===== config.mk =====
export PLATFORM = sky130hd
export DESIGN_NAME = mrb_top
export DESIGN_NICKNAME = d
export VERILOG_FILES = /design/src/shared/mrb_pkg.sv /design/src/hw/mrb_fifo.sv /design/src/hw/mrb_top.sv
export SDC_FILE = /design/constraint.sdc
export NUM_CORES = 2
export LEC_CHECK = 0
export BUFFER_PORTS_ARGS = -buffer_cell sky130_fd_sc_hd__buf_4
export CORE_MARGIN = 1
export CORE_UTILIZATION = 57
export CTS_BUF_LIST = sky130_fd_sc_hd__clkbuf_4 sky130_fd_sc_hd__clkbuf_8
export DETAILED_ROUTE_END_ITERATION = 12
export PLACE_DENSITY = 0.74
export SETUP_SLACK_MARGIN = 0.2
export SLEW_MARGIN = 40
export SYNTH_ARGS = -nofsm -noshare
export SYNTH_HDL_FRONTEND = slang
export SYNTH_SLANG_ARGS = --single-unit

===== constraint.sdc =====
create_clock -name clk_i -period 5.6 [get_ports clk_i]
set_clock_uncertainty 0.2 [all_clocks]
set_input_delay 0.56 -clock clk_i [delete_from_list [all_inputs] [get_ports clk_i]]
set_output_delay 0.56 -clock clk_i [all_outputs]
set_load 0.005 [all_outputs]

===== src/shared/mrb_pkg.sv =====
// constants and types shared by the measurement record buffer files
// assumes a 50 MHz system clock; all timing counts derive from it
package mrb_pkg;

  // clock and interval quantum
  localparam int CLK_PERIOD_NS = 20;
  localparam int QUANTUM_NS = 400;
  // least time: round up to whole cycles
  localparam int QUANTUM_CYCLES = (QUANTUM_NS + CLK_PERIOD_NS - 1) / CLK_PERIOD_NS;
  localparam int QCNT_W = $clog2(QUANTUM_CYCLES);
  localparam logic [QCNT_W-1:0] QCNT_LAST = QCNT_W'(QUANTUM_CYCLES - 1);

  // recording interval limits, in quanta
  localparam int INTERVAL_MAX_NS = 26_200_000;
  localparam int INTERVAL_MAX_QUANTA = INTERVAL_MAX_NS / QUANTUM_NS;
  localparam int INTERVAL_W = 16;
  localparam logic [INTERVAL_W-1:0] INTERVAL_MIN = 16'h0001;
  localparam logic [INTERVAL_W-1:0] INTERVAL_RESET = 16'h0001;

  // buffer depth setting, in points
  localparam int DEPTH_W = 17;
  localparam logic [DEPTH_W-1:0] DEPTH_MIN = 17'h00001;
  localparam logic [DEPTH_W-1:0] DEPTH_MAX = 17'h10000;
  localparam logic [DEPTH_W-1:0] DEPTH_RESET = 17'h10000;
  localparam logic [DEPTH_W-1:0] POINTS_ONE = 17'h00001;

  // sample set layout and record buffer size
  localparam int PARAM_COUNT = 8;
  localparam int LANE_W = 16;
  localparam int FIFO_DEPTH = 16;

  // recording control choices
  localparam logic RECORD_ALWAYS = 1'b1;
  localparam logic RECORD_OFF_CHOICE = 1'b0;
  localparam logic [PARAM_COUNT-1:0] PARAM_SELECT_RESET = 8'hFF;

  // trigger system states, one-hot
  typedef enum logic [2:0] {
    TRIG_IDLE = 3'b001,
    TRIG_AWAIT = 3'b010,
    TRIG_RECORD = 3'b100
  } mrb_trig_state_t;

endpackage


===== src/hw/mrb_fifo.sv =====
// first-in first-out record buffer with a registered output stage
// assumes one clock; DEPTH is a power of two; clear_i flushes everything
`timescale 1ns/1ps
module mrb_fifo #(
  parameter int WIDTH = 128,
  parameter int DEPTH = 16
) (
  input wire logic clk_i,
  input wire logic arst_n_i,
  input wire logic clear_i,
  input wire logic in_valid_i,
  input wire logic [WIDTH-1:0] in_data_i,
  output logic in_ready_o,
  output logic full_o,
  output logic out_valid_o,
  output logic [WIDTH-1:0] out_data_o,
  input wire logic out_ready_i
);
  localparam int AW = $clog2(DEPTH);
  localparam logic [AW:0] CNT_FULL = (AW+1)'(DEPTH);
  localparam logic [AW:0] CNT_ONE = (AW+1)'(1);

  logic [WIDTH-1:0] mem [DEPTH];
  logic [AW-1:0] wr_ptr;
  logic [AW-1:0] rd_ptr;
  logic [AW:0] cnt;
  logic [AW:0] next_cnt;
  logic wr;
  logic rd;

  // write when not full; move a word to the output stage when it is free
  assign wr = in_valid_i && !full_o;
  assign rd = (cnt != '0) && (!out_valid_o || out_ready_i);
  assign in_ready_o = !full_o;

  always_comb begin
    next_cnt = cnt;
    if (wr && !rd) begin
      next_cnt = cnt + CNT_ONE;
    end else if (rd && !wr) begin
      next_cnt = cnt - CNT_ONE;
    end
  end

  // storage array, no reset needed
  always_ff @(posedge clk_i) begin
    if (wr) begin
      mem[wr_ptr] <= in_data_i;
    end
  end

  // pointers, fill count and full flag
  always_ff @(posedge clk_i or negedge arst_n_i) begin
    if (!arst_n_i) begin
      wr_ptr <= '0;
      rd_ptr <= '0;
      cnt <= '0;
      full_o <= 1'b0;
    end else if (clear_i) begin
      wr_ptr <= '0;
      rd_ptr <= '0;
      cnt <= '0;
      full_o <= 1'b0;
    end else begin
      if (wr) begin
        wr_ptr <= wr_ptr + 1'b1;
      end
      if (rd) begin
        rd_ptr <= rd_ptr + 1'b1;
      end
      cnt <= next_cnt;
      full_o <= (next_cnt == CNT_FULL);
    end
  end

  // registered read data stage
  always_ff @(posedge clk_i or negedge arst_n_i) begin
    if (!arst_n_i) begin
      out_valid_o <= 1'b0;
      out_data_o <= '0;
    end else if (clear_i) begin
      out_valid_o <= 1'b0;
    end else if (rd) begin
      out_valid_o <= 1'b1;
      out_data_o <= mem[rd_ptr];
    end else if (out_ready_i) begin
      out_valid_o <= 1'b0;
    end
  end

endmodule


===== src/hw/mrb_top.sv =====
// measurement record buffer: recording control, interval timer, trigger
// system and the record buffer of sample sets
// assumes settings arrive as plain ports loaded by cfg_write_i, commands are
// one-cycle pulses from logic on clk_i, and trigger_pin_i is asynchronous
//
// Operation
// Recording control set to always stores sample sets; set to off stores none.
// Buffer depth accepts 1 to 65536 points or the unlimited option and reads back.
// With the unlimited option recording goes on until the buffer is full.
// Interval is 0.4 us to 26.2 ms in 0.4 us steps, one sample set per interval.
// A latest-data query returns the newest sample set with unselected parameters cleared.
// An arm command moves the trigger system from idle to awaiting trigger.
// A full buffer during recording stops recording and returns the system to idle.
// While the buffer is full arming is refused; the host clears the buffer first.
// An arm while recording is off or the system is not idle is ignored.
`timescale 1ns/1ps
module mrb_top #(
  parameter int FIFO_DEPTH = mrb_pkg::FIFO_DEPTH,
  parameter int PARAMS = mrb_pkg::PARAM_COUNT,
  parameter int LANE_W = mrb_pkg::LANE_W,
  parameter int INTERVAL_MAX = mrb_pkg::INTERVAL_MAX_QUANTA
) (
  input wire logic clk_i,
  input wire logic arst_n_i,
  input wire logic cfg_write_i,
  input wire logic record_control_i,
  input wire logic [mrb_pkg::DEPTH_W-1:0] depth_points_i,
  input wire logic unlimited_depth_option_i,
  input wire logic [mrb_pkg::INTERVAL_W-1:0] interval_quanta_i,
  input wire logic [PARAMS-1:0] param_select_i,
  input wire logic arm_trigger_command_i,
  input wire logic trigger_pin_i,
  input wire logic buffer_clear_i,
  input wire logic fetch_i,
  input wire logic [PARAMS*LANE_W-1:0] sample_data_i,
  input wire logic out_ready_i,
  output logic out_valid_o,
  output logic [PARAMS*LANE_W-1:0] out_data_o,
  output logic record_control_o,
  output logic [mrb_pkg::DEPTH_W-1:0] depth_points_o,
  output logic unlimited_depth_option_o,
  output logic [mrb_pkg::INTERVAL_W-1:0] interval_quanta_o,
  output logic [PARAMS-1:0] param_select_o,
  output mrb_pkg::mrb_trig_state_t trig_state_o,
  output logic buffer_full_o,
  output logic [mrb_pkg::DEPTH_W-1:0] points_recorded_o,
  output logic arm_refused_o,
  output logic fetch_valid_o,
  output logic [PARAMS*LANE_W-1:0] fetch_data_o
);
  import mrb_pkg::*;

  localparam logic [INTERVAL_W-1:0] INTERVAL_TOP = INTERVAL_W'(INTERVAL_MAX);
  localparam int SET_W = PARAMS * LANE_W;

  // clamp a requested depth into the legal point range
  function automatic logic [DEPTH_W-1:0] clamp_depth(input logic [DEPTH_W-1:0] req);
    logic [DEPTH_W-1:0] res;
    res = req;
    if (req < DEPTH_MIN) begin
      res = DEPTH_MIN;
    end else if (req > DEPTH_MAX) begin
      res = DEPTH_MAX;
    end
    return res;
  endfunction

  // clamp a requested interval into the legal quantum range
  function automatic logic [INTERVAL_W-1:0] clamp_interval(input logic [INTERVAL_W-1:0] req);
    logic [INTERVAL_W-1:0] res;
    res = req;
    if (req < INTERVAL_MIN) begin
      res = INTERVAL_MIN;
    end else if (req > INTERVAL_TOP) begin
      res = INTERVAL_TOP;
    end
    return res;
  endfunction

  mrb_trig_state_t state;
  mrb_trig_state_t next_state;
  logic [QCNT_W-1:0] qcnt;
  logic [INTERVAL_W-1:0] icnt;
  logic quantum_tick;
  logic sample_tick;
  logic trig_meta;
  logic trig_sync;
  logic trig_prev;
  logic trig_rise;
  logic arm_ok;
  logic push;
  logic fifo_ready;
  logic last_point;
  logic [SET_W-1:0] masked_set;
  logic [SET_W-1:0] latest;

  // settings registers, loaded together by a configuration write
  always_ff @(posedge clk_i or negedge arst_n_i) begin
    if (!arst_n_i) begin
      record_control_o <= RECORD_OFF_CHOICE;
      depth_points_o <= DEPTH_RESET;
      unlimited_depth_option_o <= 1'b0;
      interval_quanta_o <= INTERVAL_RESET;
      param_select_o <= PARAM_SELECT_RESET;
    end else if (cfg_write_i) begin
      record_control_o <= record_control_i;
      depth_points_o <= clamp_depth(depth_points_i);
      unlimited_depth_option_o <= unlimited_depth_option_i;
      interval_quanta_o <= clamp_interval(interval_quanta_i);
      param_select_o <= param_select_i;
    end
  end

  // quantum prescaler: one tick every 0.4 us
  assign quantum_tick = (qcnt == QCNT_LAST);

  always_ff @(posedge clk_i or negedge arst_n_i) begin
    if (!arst_n_i) begin
      qcnt <= '0;
    end else if (cfg_write_i || quantum_tick) begin
      qcnt <= '0;
    end else begin
      qcnt <= qcnt + 1'b1;
    end
  end

  // interval counter: one sample set per programmed number of quanta
  assign sample_tick = quantum_tick && (icnt >= interval_quanta_o);

  always_ff @(posedge clk_i or negedge arst_n_i) begin
    if (!arst_n_i) begin
      icnt <= INTERVAL_MIN;
    end else if (cfg_write_i || sample_tick) begin
      icnt <= INTERVAL_MIN;
    end else if (quantum_tick) begin
      icnt <= icnt + 1'b1;
    end
  end

  // trigger pin synchroniser and rising edge detect
  always_ff @(posedge clk_i or negedge arst_n_i) begin
    if (!arst_n_i) begin
      trig_meta <= 1'b0;
      trig_sync <= 1'b0;
      trig_prev <= 1'b0;
    end else begin
      trig_meta <= trigger_pin_i;
      trig_sync <= trig_meta;
      trig_prev <= trig_sync;
    end
  end

  assign trig_rise = trig_sync && !trig_prev;

  // sample set with unselected parameters cleared
  always_comb begin
    masked_set = '0;
    for (int i = 0; i < PARAMS; i++) begin
      if (param_select_o[i]) begin
        masked_set[i*LANE_W +: LANE_W] = sample_data_i[i*LANE_W +: LANE_W];
      end
    end
  end

  // newest sample set, refreshed every interval
  always_ff @(posedge clk_i or negedge arst_n_i) begin
    if (!arst_n_i) begin
      latest <= '0;
    end else if (sample_tick) begin
      latest <= masked_set;
    end
  end

  // latest-data query answer, one cycle after the request
  always_ff @(posedge clk_i or negedge arst_n_i) begin
    if (!arst_n_i) begin
      fetch_valid_o <= 1'b0;
      fetch_data_o <= '0;
    end else begin
      fetch_valid_o <= fetch_i;
      if (fetch_i) begin
        fetch_data_o <= latest;
      end
    end
  end

  // arming needs recording on, an idle system and room in the buffer
  assign arm_ok = arm_trigger_command_i && (state == TRIG_IDLE)
    && (record_control_o == RECORD_ALWAYS)
    && !buffer_full_o;

  // a set enters the buffer only while recording and not full
  assign push = (state == TRIG_RECORD) && sample_tick
    && (record_control_o == RECORD_ALWAYS)
    && fifo_ready;

  // a bounded depth ends on the point that reaches the setting
  assign last_point = !unlimited_depth_option_o
    && ((points_recorded_o + POINTS_ONE) >= depth_points_o);

  // trigger system transitions
  always_comb begin
    next_state = state;
    unique case (state)
      TRIG_IDLE: begin
        if (arm_ok) begin
          next_state = TRIG_AWAIT;
        end
      end
      TRIG_AWAIT: begin
        if (record_control_o != RECORD_ALWAYS) begin
          next_state = TRIG_IDLE;
        end else if (buffer_full_o) begin
          next_state = TRIG_IDLE;
        end else if (trig_rise) begin
          next_state = TRIG_RECORD;
        end
      end
      TRIG_RECORD: begin
        if (record_control_o != RECORD_ALWAYS) begin
          next_state = TRIG_IDLE;
        end else if (buffer_full_o) begin
          next_state = TRIG_IDLE;
        end else if (push && last_point) begin
          next_state = TRIG_IDLE;
        end
      end
      default: begin
        next_state = TRIG_IDLE;
      end
    endcase
  end

  always_ff @(posedge clk_i or negedge arst_n_i) begin
    if (!arst_n_i) begin
      state <= TRIG_IDLE;
    end else begin
      state <= next_state;
    end
  end

  // visible trigger state
  always_ff @(posedge clk_i or negedge arst_n_i) begin
    if (!arst_n_i) begin
      trig_state_o <= TRIG_IDLE;
    end else begin
      trig_state_o <= next_state;
    end
  end

  // refused arm reported as a one-cycle pulse; state stays as it was
  always_ff @(posedge clk_i or negedge arst_n_i) begin
    if (!arst_n_i) begin
      arm_refused_o <= 1'b0;
    end else begin
      arm_refused_o <= arm_trigger_command_i && !arm_ok;
    end
  end

  // points stored since the last arm
  always_ff @(posedge clk_i or negedge arst_n_i) begin
    if (!arst_n_i) begin
      points_recorded_o <= '0;
    end else if (arm_ok) begin
      points_recorded_o <= '0;
    end else if (push) begin
      points_recorded_o <= points_recorded_o + POINTS_ONE;
    end
  end

  // measurement record buffer
  mrb_fifo #(
    .WIDTH(SET_W),
    .DEPTH(FIFO_DEPTH)
  ) u_fifo (
    .clk_i(clk_i),
    .arst_n_i(arst_n_i),
    .clear_i(buffer_clear_i),
    .in_valid_i(push),
    .in_data_i(masked_set),
    .in_ready_o(fifo_ready),
    .full_o(buffer_full_o),
    .out_valid_o(out_valid_o),
    .out_data_o(out_data_o),
    .out_ready_i(out_ready_i)
  );

endmodule


==> impl_results.html <==
<table>
<tr><th>Metric</th><th>Value</th></tr>
<tr><th colspan="2">Die</th></tr>
<tr><td>Height of the die</td><td>418 µm</td></tr>
<tr><td>Top-level I/O count</td><td>502</td></tr>
<tr><td>Number of placement rows</td><td>152</td></tr>
<tr><td>Initial Util</td><td>0.575</td></tr>
<tr><td>Floorplan die area</td><td>175,000 µm²</td></tr>
<tr><td>Die width</td><td>418 µm</td></tr>
<tr><td>Placeable core region</td><td>172,000 µm²</td></tr>
<tr><th colspan="2">Route</th></tr>
<tr><td>Count of unresolved DRC violations after routing</td><td>0</td></tr>
<tr><td>Wire per inst</td><td>27.2 µm</td></tr>
<tr><td>Final WL</td><td>243,000 µm</td></tr>
<tr><td>Vias</td><td>54,600</td></tr>
<tr><td>Via count normalized by instance count</td><td>6.11</td></tr>
<tr><td>Number of design-rule violations left by the first detailed-router iteration</td><td>5,228</td></tr>
<tr><td>First-pass detailed-route iteration total</td><td>6</td></tr>
<tr><td>Final ANT Viol Nets</td><td>0</td></tr>
<tr><th colspan="2">Setup path</th></tr>
<tr><td>Required time at the worst-slack endpoint</td><td>6.07 ns</td></tr>
<tr><td>WP data arrival</td><td>4.69 ns</td></tr>
<tr><td>Setup slack on the worst flop-to-flop path</td><td>1.38 ns</td></tr>
<tr><td>Stages on worst setup path</td><td>9</td></tr>
<tr><td>Worst r2r src</td><td>icnt[14]$_DFFE_PN0P_</td></tr>
<tr><td>Termination of the worst setup path</td><td>u_fifo.mem[7][92]$_DFFE_PP_</td></tr>
<tr><td>CP Capture Type</td><td>flip-flop</td></tr>
<tr><td>Critical Path, Cell by Cell</td><td>ha_1 -&gt; nand4_2 -&gt; or4_4 -&gt; or3_4 -&gt; a31oi_4 -&gt; nand2_1 -&gt; nor2_1 -&gt; and2_4 -&gt; buf_12</td></tr>
<tr><td>Critical Path Source</td><td>icnt[14]$_DFFE_PN0P_</td></tr>
<tr><td>R2r worst-path depth</td><td>9</td></tr>
<tr><td>Worst reg2reg path endpoint</td><td>u_fifo.mem[7][92]$_DFFE_PP_</td></tr>
<tr><td>Startpoint types</td><td>flip-flop</td></tr>
<tr><td>Setup Crit Path Kind</td><td>flip-flop to flip-flop</td></tr>
<tr><td>Worst-path maximum fanout</td><td>74</td></tr>
<tr><td>Crit-path leading delay family</td><td>simple AND/OR/NAND/NOR gates</td></tr>
<tr><td>Cell with the largest stage delay on the worst path</td><td>or4_4</td></tr>
<tr><td>Critical path buffers and inverters</td><td>1</td></tr>
<tr><td>Crit-path max cell delay</td><td>0.60 ns</td></tr>
<tr><th colspan="2">Clock tree</th></tr>
<tr><td>H-tree levels</td><td>5</td></tr>
<tr><td>Count of hold-fix buffers inserted at cts</td><td>168</td></tr>
<tr><td>Number of buffers created by CTS</td><td>407</td></tr>
<tr><td>Sink count of the clock tree</td><td>2,536</td></tr>
<tr><td>Later-pin clock latency in the skew report</td><td>1.09 ns</td></tr>
<tr><td>Clock slew at reported path FFs</td><td>0.06 ns</td></tr>
<tr><td># Post-CTS Setup Buffers</td><td>0</td></tr>
<tr><td>Number of gates resized after cts</td><td>0</td></tr>
<tr><td>Maximum clock path buffer count</td><td>4</td></tr>
<tr><td>Cell at the root of the clock tree</td><td>clkbuf_8</td></tr>
<tr><td>TritonCTS clock tree</td><td>done</td></tr>
<tr><th colspan="2">Global route</th></tr>
<tr><td>Global-route wire length before repair</td><td>359,000 µm</td></tr>
<tr><td>Global Route met2 Usage</td><td>0.448</td></tr>
<tr><td>Pin count of the biggest net entering global routing</td><td>129</td></tr>
<tr><td>Met1 routing resource usage after global routing</td><td>0.382</td></tr>
<tr><td>Overall track demand over capacity in global routing</td><td>0.278</td></tr>
<tr><td>GRT Residual Overflow</td><td>0</td></tr>
<tr><td>Via count of the first global-routing pass</td><td>56,300</td></tr>
<tr><td>Routing layer with the top usage in global route</td><td>met2</td></tr>
<tr><td>Met3 track utilization from global routing</td><td>0.0568</td></tr>
<tr><td>Initial antenna violation count</td><td>7</td></tr>
<tr><th colspan="2">Timing</th></tr>
<tr><td>Slew HR</td><td>0.398</td></tr>
<tr><td>RSZ-0062 raised after global routing</td><td>no</td></tr>
<tr><td>Final Max Tran Viols</td><td>0</td></tr>
<tr><td>Fin. Hold Viols</td><td>0</td></tr>
<tr><td>Worst slack on hold paths</td><td>0.0585 ns</td></tr>
<tr><td>Setup TNS</td><td>0 ns</td></tr>
<tr><td>Portion of the clock cycle consumed by the worst path in the final layout</td><td>0.754</td></tr>
<tr><td>Measured slew at the worst slew-check pin</td><td>0.903 ns</td></tr>
<tr><td>Post-layout worst setup margin</td><td>1.38 ns</td></tr>
<tr><td>Endpoints failing setup</td><td>0</td></tr>
<tr><td>Fmax</td><td>0.237 GHz</td></tr>
<tr><td>Post-layout minimum cycle time</td><td>4.22 ns</td></tr>
<tr><th colspan="2">Place</th></tr>
<tr><td>Final weighted congestion in routability-driven placement</td><td>0.828</td></tr>
<tr><td>Number of port buffers</td><td>501</td></tr>
<tr><td>Final HPWL from detailed placement</td><td>141,000 µm</td></tr>
<tr><td>Pre-CTS setup slack</td><td>1.42 ns</td></tr>
<tr><th colspan="2">Finish</th></tr>
<tr><td>Core Util, Final</td><td>0.674</td></tr>
<tr><td>Layout cells sized above 1</td><td>0.284</td></tr>
<tr><td>Area added between synthesis and finish</td><td>17.3%</td></tr>
<tr><td>Filler cell count in the final layout</td><td>10,900</td></tr>
<tr><td>Area taken by multi-input logic gates</td><td>23,600 µm²</td></tr>
<tr><td>Area taken by flip-flops and latches</td><td>73,700 µm²</td></tr>
<tr><td>Number of nets in the layout</td><td>6,529</td></tr>
<tr><th colspan="2">Run status</th></tr>
<tr><td>Result of the run</td><td>completed</td></tr>
<tr><th colspan="2">Pwr</th></tr>
<tr><td>Largest vdd supply drop</td><td>0.304 mV</td></tr>
<tr><td>Sequential Power Share</td><td>0.477</td></tr>
<tr><td>Net switching fraction of the power</td><td>0.265</td></tr>
<tr><td>Logic gate share of total power</td><td>0.177</td></tr>
<tr><td>Internal power</td><td>33.3 mW</td></tr>
<tr><td>Switching Power</td><td>12.0 mW</td></tr>
<tr><td>Overall power after layout</td><td>45.3 mW</td></tr>
<tr><td>Clock network fraction of total power</td><td>0.346</td></tr>
<tr><td>P per Cell Area</td><td>391 nW/µm²</td></tr>
<tr><td>Pleak</td><td>41.8 nW</td></tr>
<tr><th colspan="2">Synth</th></tr>
<tr><td>Synth Register Bits</td><td>2,536</td></tr>
<tr><td>Area of the mapped netlist</td><td>98,700 µm²</td></tr>
<tr><td>Count of distinct cell types in the synthesized netlist</td><td>68</td></tr>
<tr><td>Warnings, synthesis</td><td>0</td></tr>
<tr><td>Number of synthesized flops with an enable pin</td><td>2,048</td></tr>
<tr><td>FFs w/ async S/R, synth</td><td>0.192</td></tr>
<tr><td>Post-Syn Nets</td><td>5,604</td></tr>
<tr><td>Post-Syn Area per Cell</td><td>18.3 µm²</td></tr>
<tr><td>Commonest register cell after synthesis</td><td>edfxtp_1</td></tr>
<tr><td>Share of synthesized area occupied by flip-flops and latches</td><td>0.747</td></tr>
<tr><td>Cells after synthesis</td><td>5,382</td></tr>
<tr><th colspan="2">Min path</th></tr>
<tr><td>Startpoint of the tightest hold check path</td><td>sample_data_i[27]</td></tr>
<tr><td>Class of the tightest hold or removal check</td><td>primary input to flip-flop</td></tr>
<tr><th colspan="2">Run</th></tr>
<tr><td>Max-Cap Viols</td><td>0</td></tr>
</table>
==> how the worst min path moves through the flow <==
stage                                     to  depth (start not counted)
2_1_floorplan        arm_refused_o$_DFF_PN0_                          0
3_3_place_gp             trig_sync$_DFF_PN0_                          0
3_5_place_dp             trig_sync$_DFF_PN0_                          0
4_1_cts        u_fifo.mem[11][125]$_DFFE_PP_                          2
5_1_grt          u_fifo.mem[4][56]$_DFFE_PP_                          2
6_report         u_fifo.mem[9][27]$_DFFE_PP_                          2
==> cell type report <==
cell class	instances	share of cell area
Antenna cell	3	0.0000648
Clock buffer	577	0.0612
Clock inverter	149	0.00797
Inverter	42	0.00140
Multi-Input combinational cell	2507	0.204
Sequential cell	2536	0.637
Tap cell	2310	0.0250
Timing Repair Buffer	813	0.0635
==> cells in the final DEF (no fill, tap or decap), types with 9 or more instances in the layout <==
cell	netlist	final
mux4_2	264	264
nor3_1	10	10
and3_1	10	10
nand3_1	26	26
nor2_1	48	48
bufinv_16	0	10
o221ai_1	375	375
edfxtp_1	2048	2048
o21a_1	11	11
buf_12	0	58
clkbuf_8	0	440
o21ai_1	9	9
o21ai_0	185	185
mux2i_1	500	500
clkinv_2	0	52
a21oi_1	23	21
and2_1	143	127
xnor2_1	16	16
dfrtp_1	476	472
dlygate4sd3_1	0	171
mux2_4	100	100
clkbuf_4	0	137
and2_4	0	12
clkinv_1	1	79
inv_1	41	41
buf_4	0	575
nand2_1	458	457
nor4_1	11	11
dfstp_2	12	12
nand4_1	12	12
mux2_2	168	168
xor2_1	18	18
ha_1	43	43
==> flip-flops by register name, summed over array words and instances (netlist names), 3 cells and up <==
register           count
depth_points_o        17
fetch_data_o         128
icnt                  16
interval_quanta_o     16
latest               128
param_select_o         8
points_recorded_o     17
qcnt                   5
trig_state_o           3
u_fifo.cnt             5
u_fifo.mem          2048
u_fifo.out_data_o    128
u_fifo.rd_ptr          4
u_fifo.wr_ptr          4
==> power by group through the flow <==
stage          clock, mW  sequential, mW  combinational, mW
2_1_floorplan          0            21.7               5.06
3_3_place_gp           0            22.0               7.81
3_5_place_dp           0            22.0               7.94
4_1_cts             15.9            21.6               8.06
5_1_grt             16.7            21.6               8.54
6_report            15.6            21.6               8.02
==> layer usage <==
layer	wire (µm)	part of all wire
met4	6940	0.029
met2	119000	0.49
met1	96900	0.40
met5	13	0.000054
met3	19600	0.081
==> kinds of logic after synthesis <==
| logic type | share of synthesized area |
|---|---|
| flops | 0.747 |
| mux | 0.145 |
| simple gates | 0.0361 |
| compound gates | 0.0483 |
| buf+inv | 0.0147 |
| fa+ha+maj | 0.00556 |
| xor+xnor | 0.00302 |
==> synth_stat cells, types with 4 or more instances <==
| master | count | area (µm²) |
|---|---|---|
| nor4_1 | 11 | 68.8 |
| clkbuf_1 | 175 | 657 |
| nor2b_1 | 8 | 50.1 |
| mux4_2 | 264 | 5950 |
| nand3_1 | 26 | 130 |
| and2_1 | 143 | 895 |
| and3_1 | 10 | 62.6 |
| nor2_1 | 48 | 180 |
| a21o_1 | 7 | 52.6 |
| and4_1 | 4 | 35.0 |
| nand4_1 | 12 | 75.1 |
| buf_1 | 43 | 161 |
| nand2_1 | 458 | 1720 |
| a21oi_1 | 23 | 115 |
| ha_1 | 43 | 538 |
| mux2i_1 | 500 | 5000 |
| mux2_4 | 100 | 1500 |
| dfrtp_1 | 476 | 11900 |
| dfstp_2 | 12 | 315 |
| nand2b_1 | 6 | 37.5 |
| xnor2_1 | 16 | 140 |
| o21ai_1 | 9 | 45.0 |
| o31ai_1 | 4 | 30.0 |
| inv_1 | 41 | 154 |
| xor2_1 | 18 | 158 |
| buf_2 | 66 | 330 |
| nor3_1 | 10 | 50.1 |
| edfxtp_1 | 2048 | 61500 |
| mux2_2 | 168 | 1890 |
| buf_6 | 13 | 146 |
| o221ai_1 | 375 | 3280 |
| o21ai_0 | 185 | 926 |
| o21a_1 | 11 | 82.6 |
==> per-stage QoR <==
stage	cells	area, µm²
after floorplan	5382	98700
after global placement	8032	106000
after detailed placement	8035	106000
after CTS	8929	116000
after global routing	8935	116000
final	8937	116000
==> worst reg2reg max path, delay by kind of cell, from the launching register on <==
family,cells,cell delay (ns)
buffers and inverters,1,0.50
AND/OR/NAND/NOR,6,1.96
AO/OA/AOI/OAI,1,0.32
adder cells (fa/ha/maj),1,0.34
flip-flops,1,0.41
No activity file was read; power rests on OpenSTA's default activity.
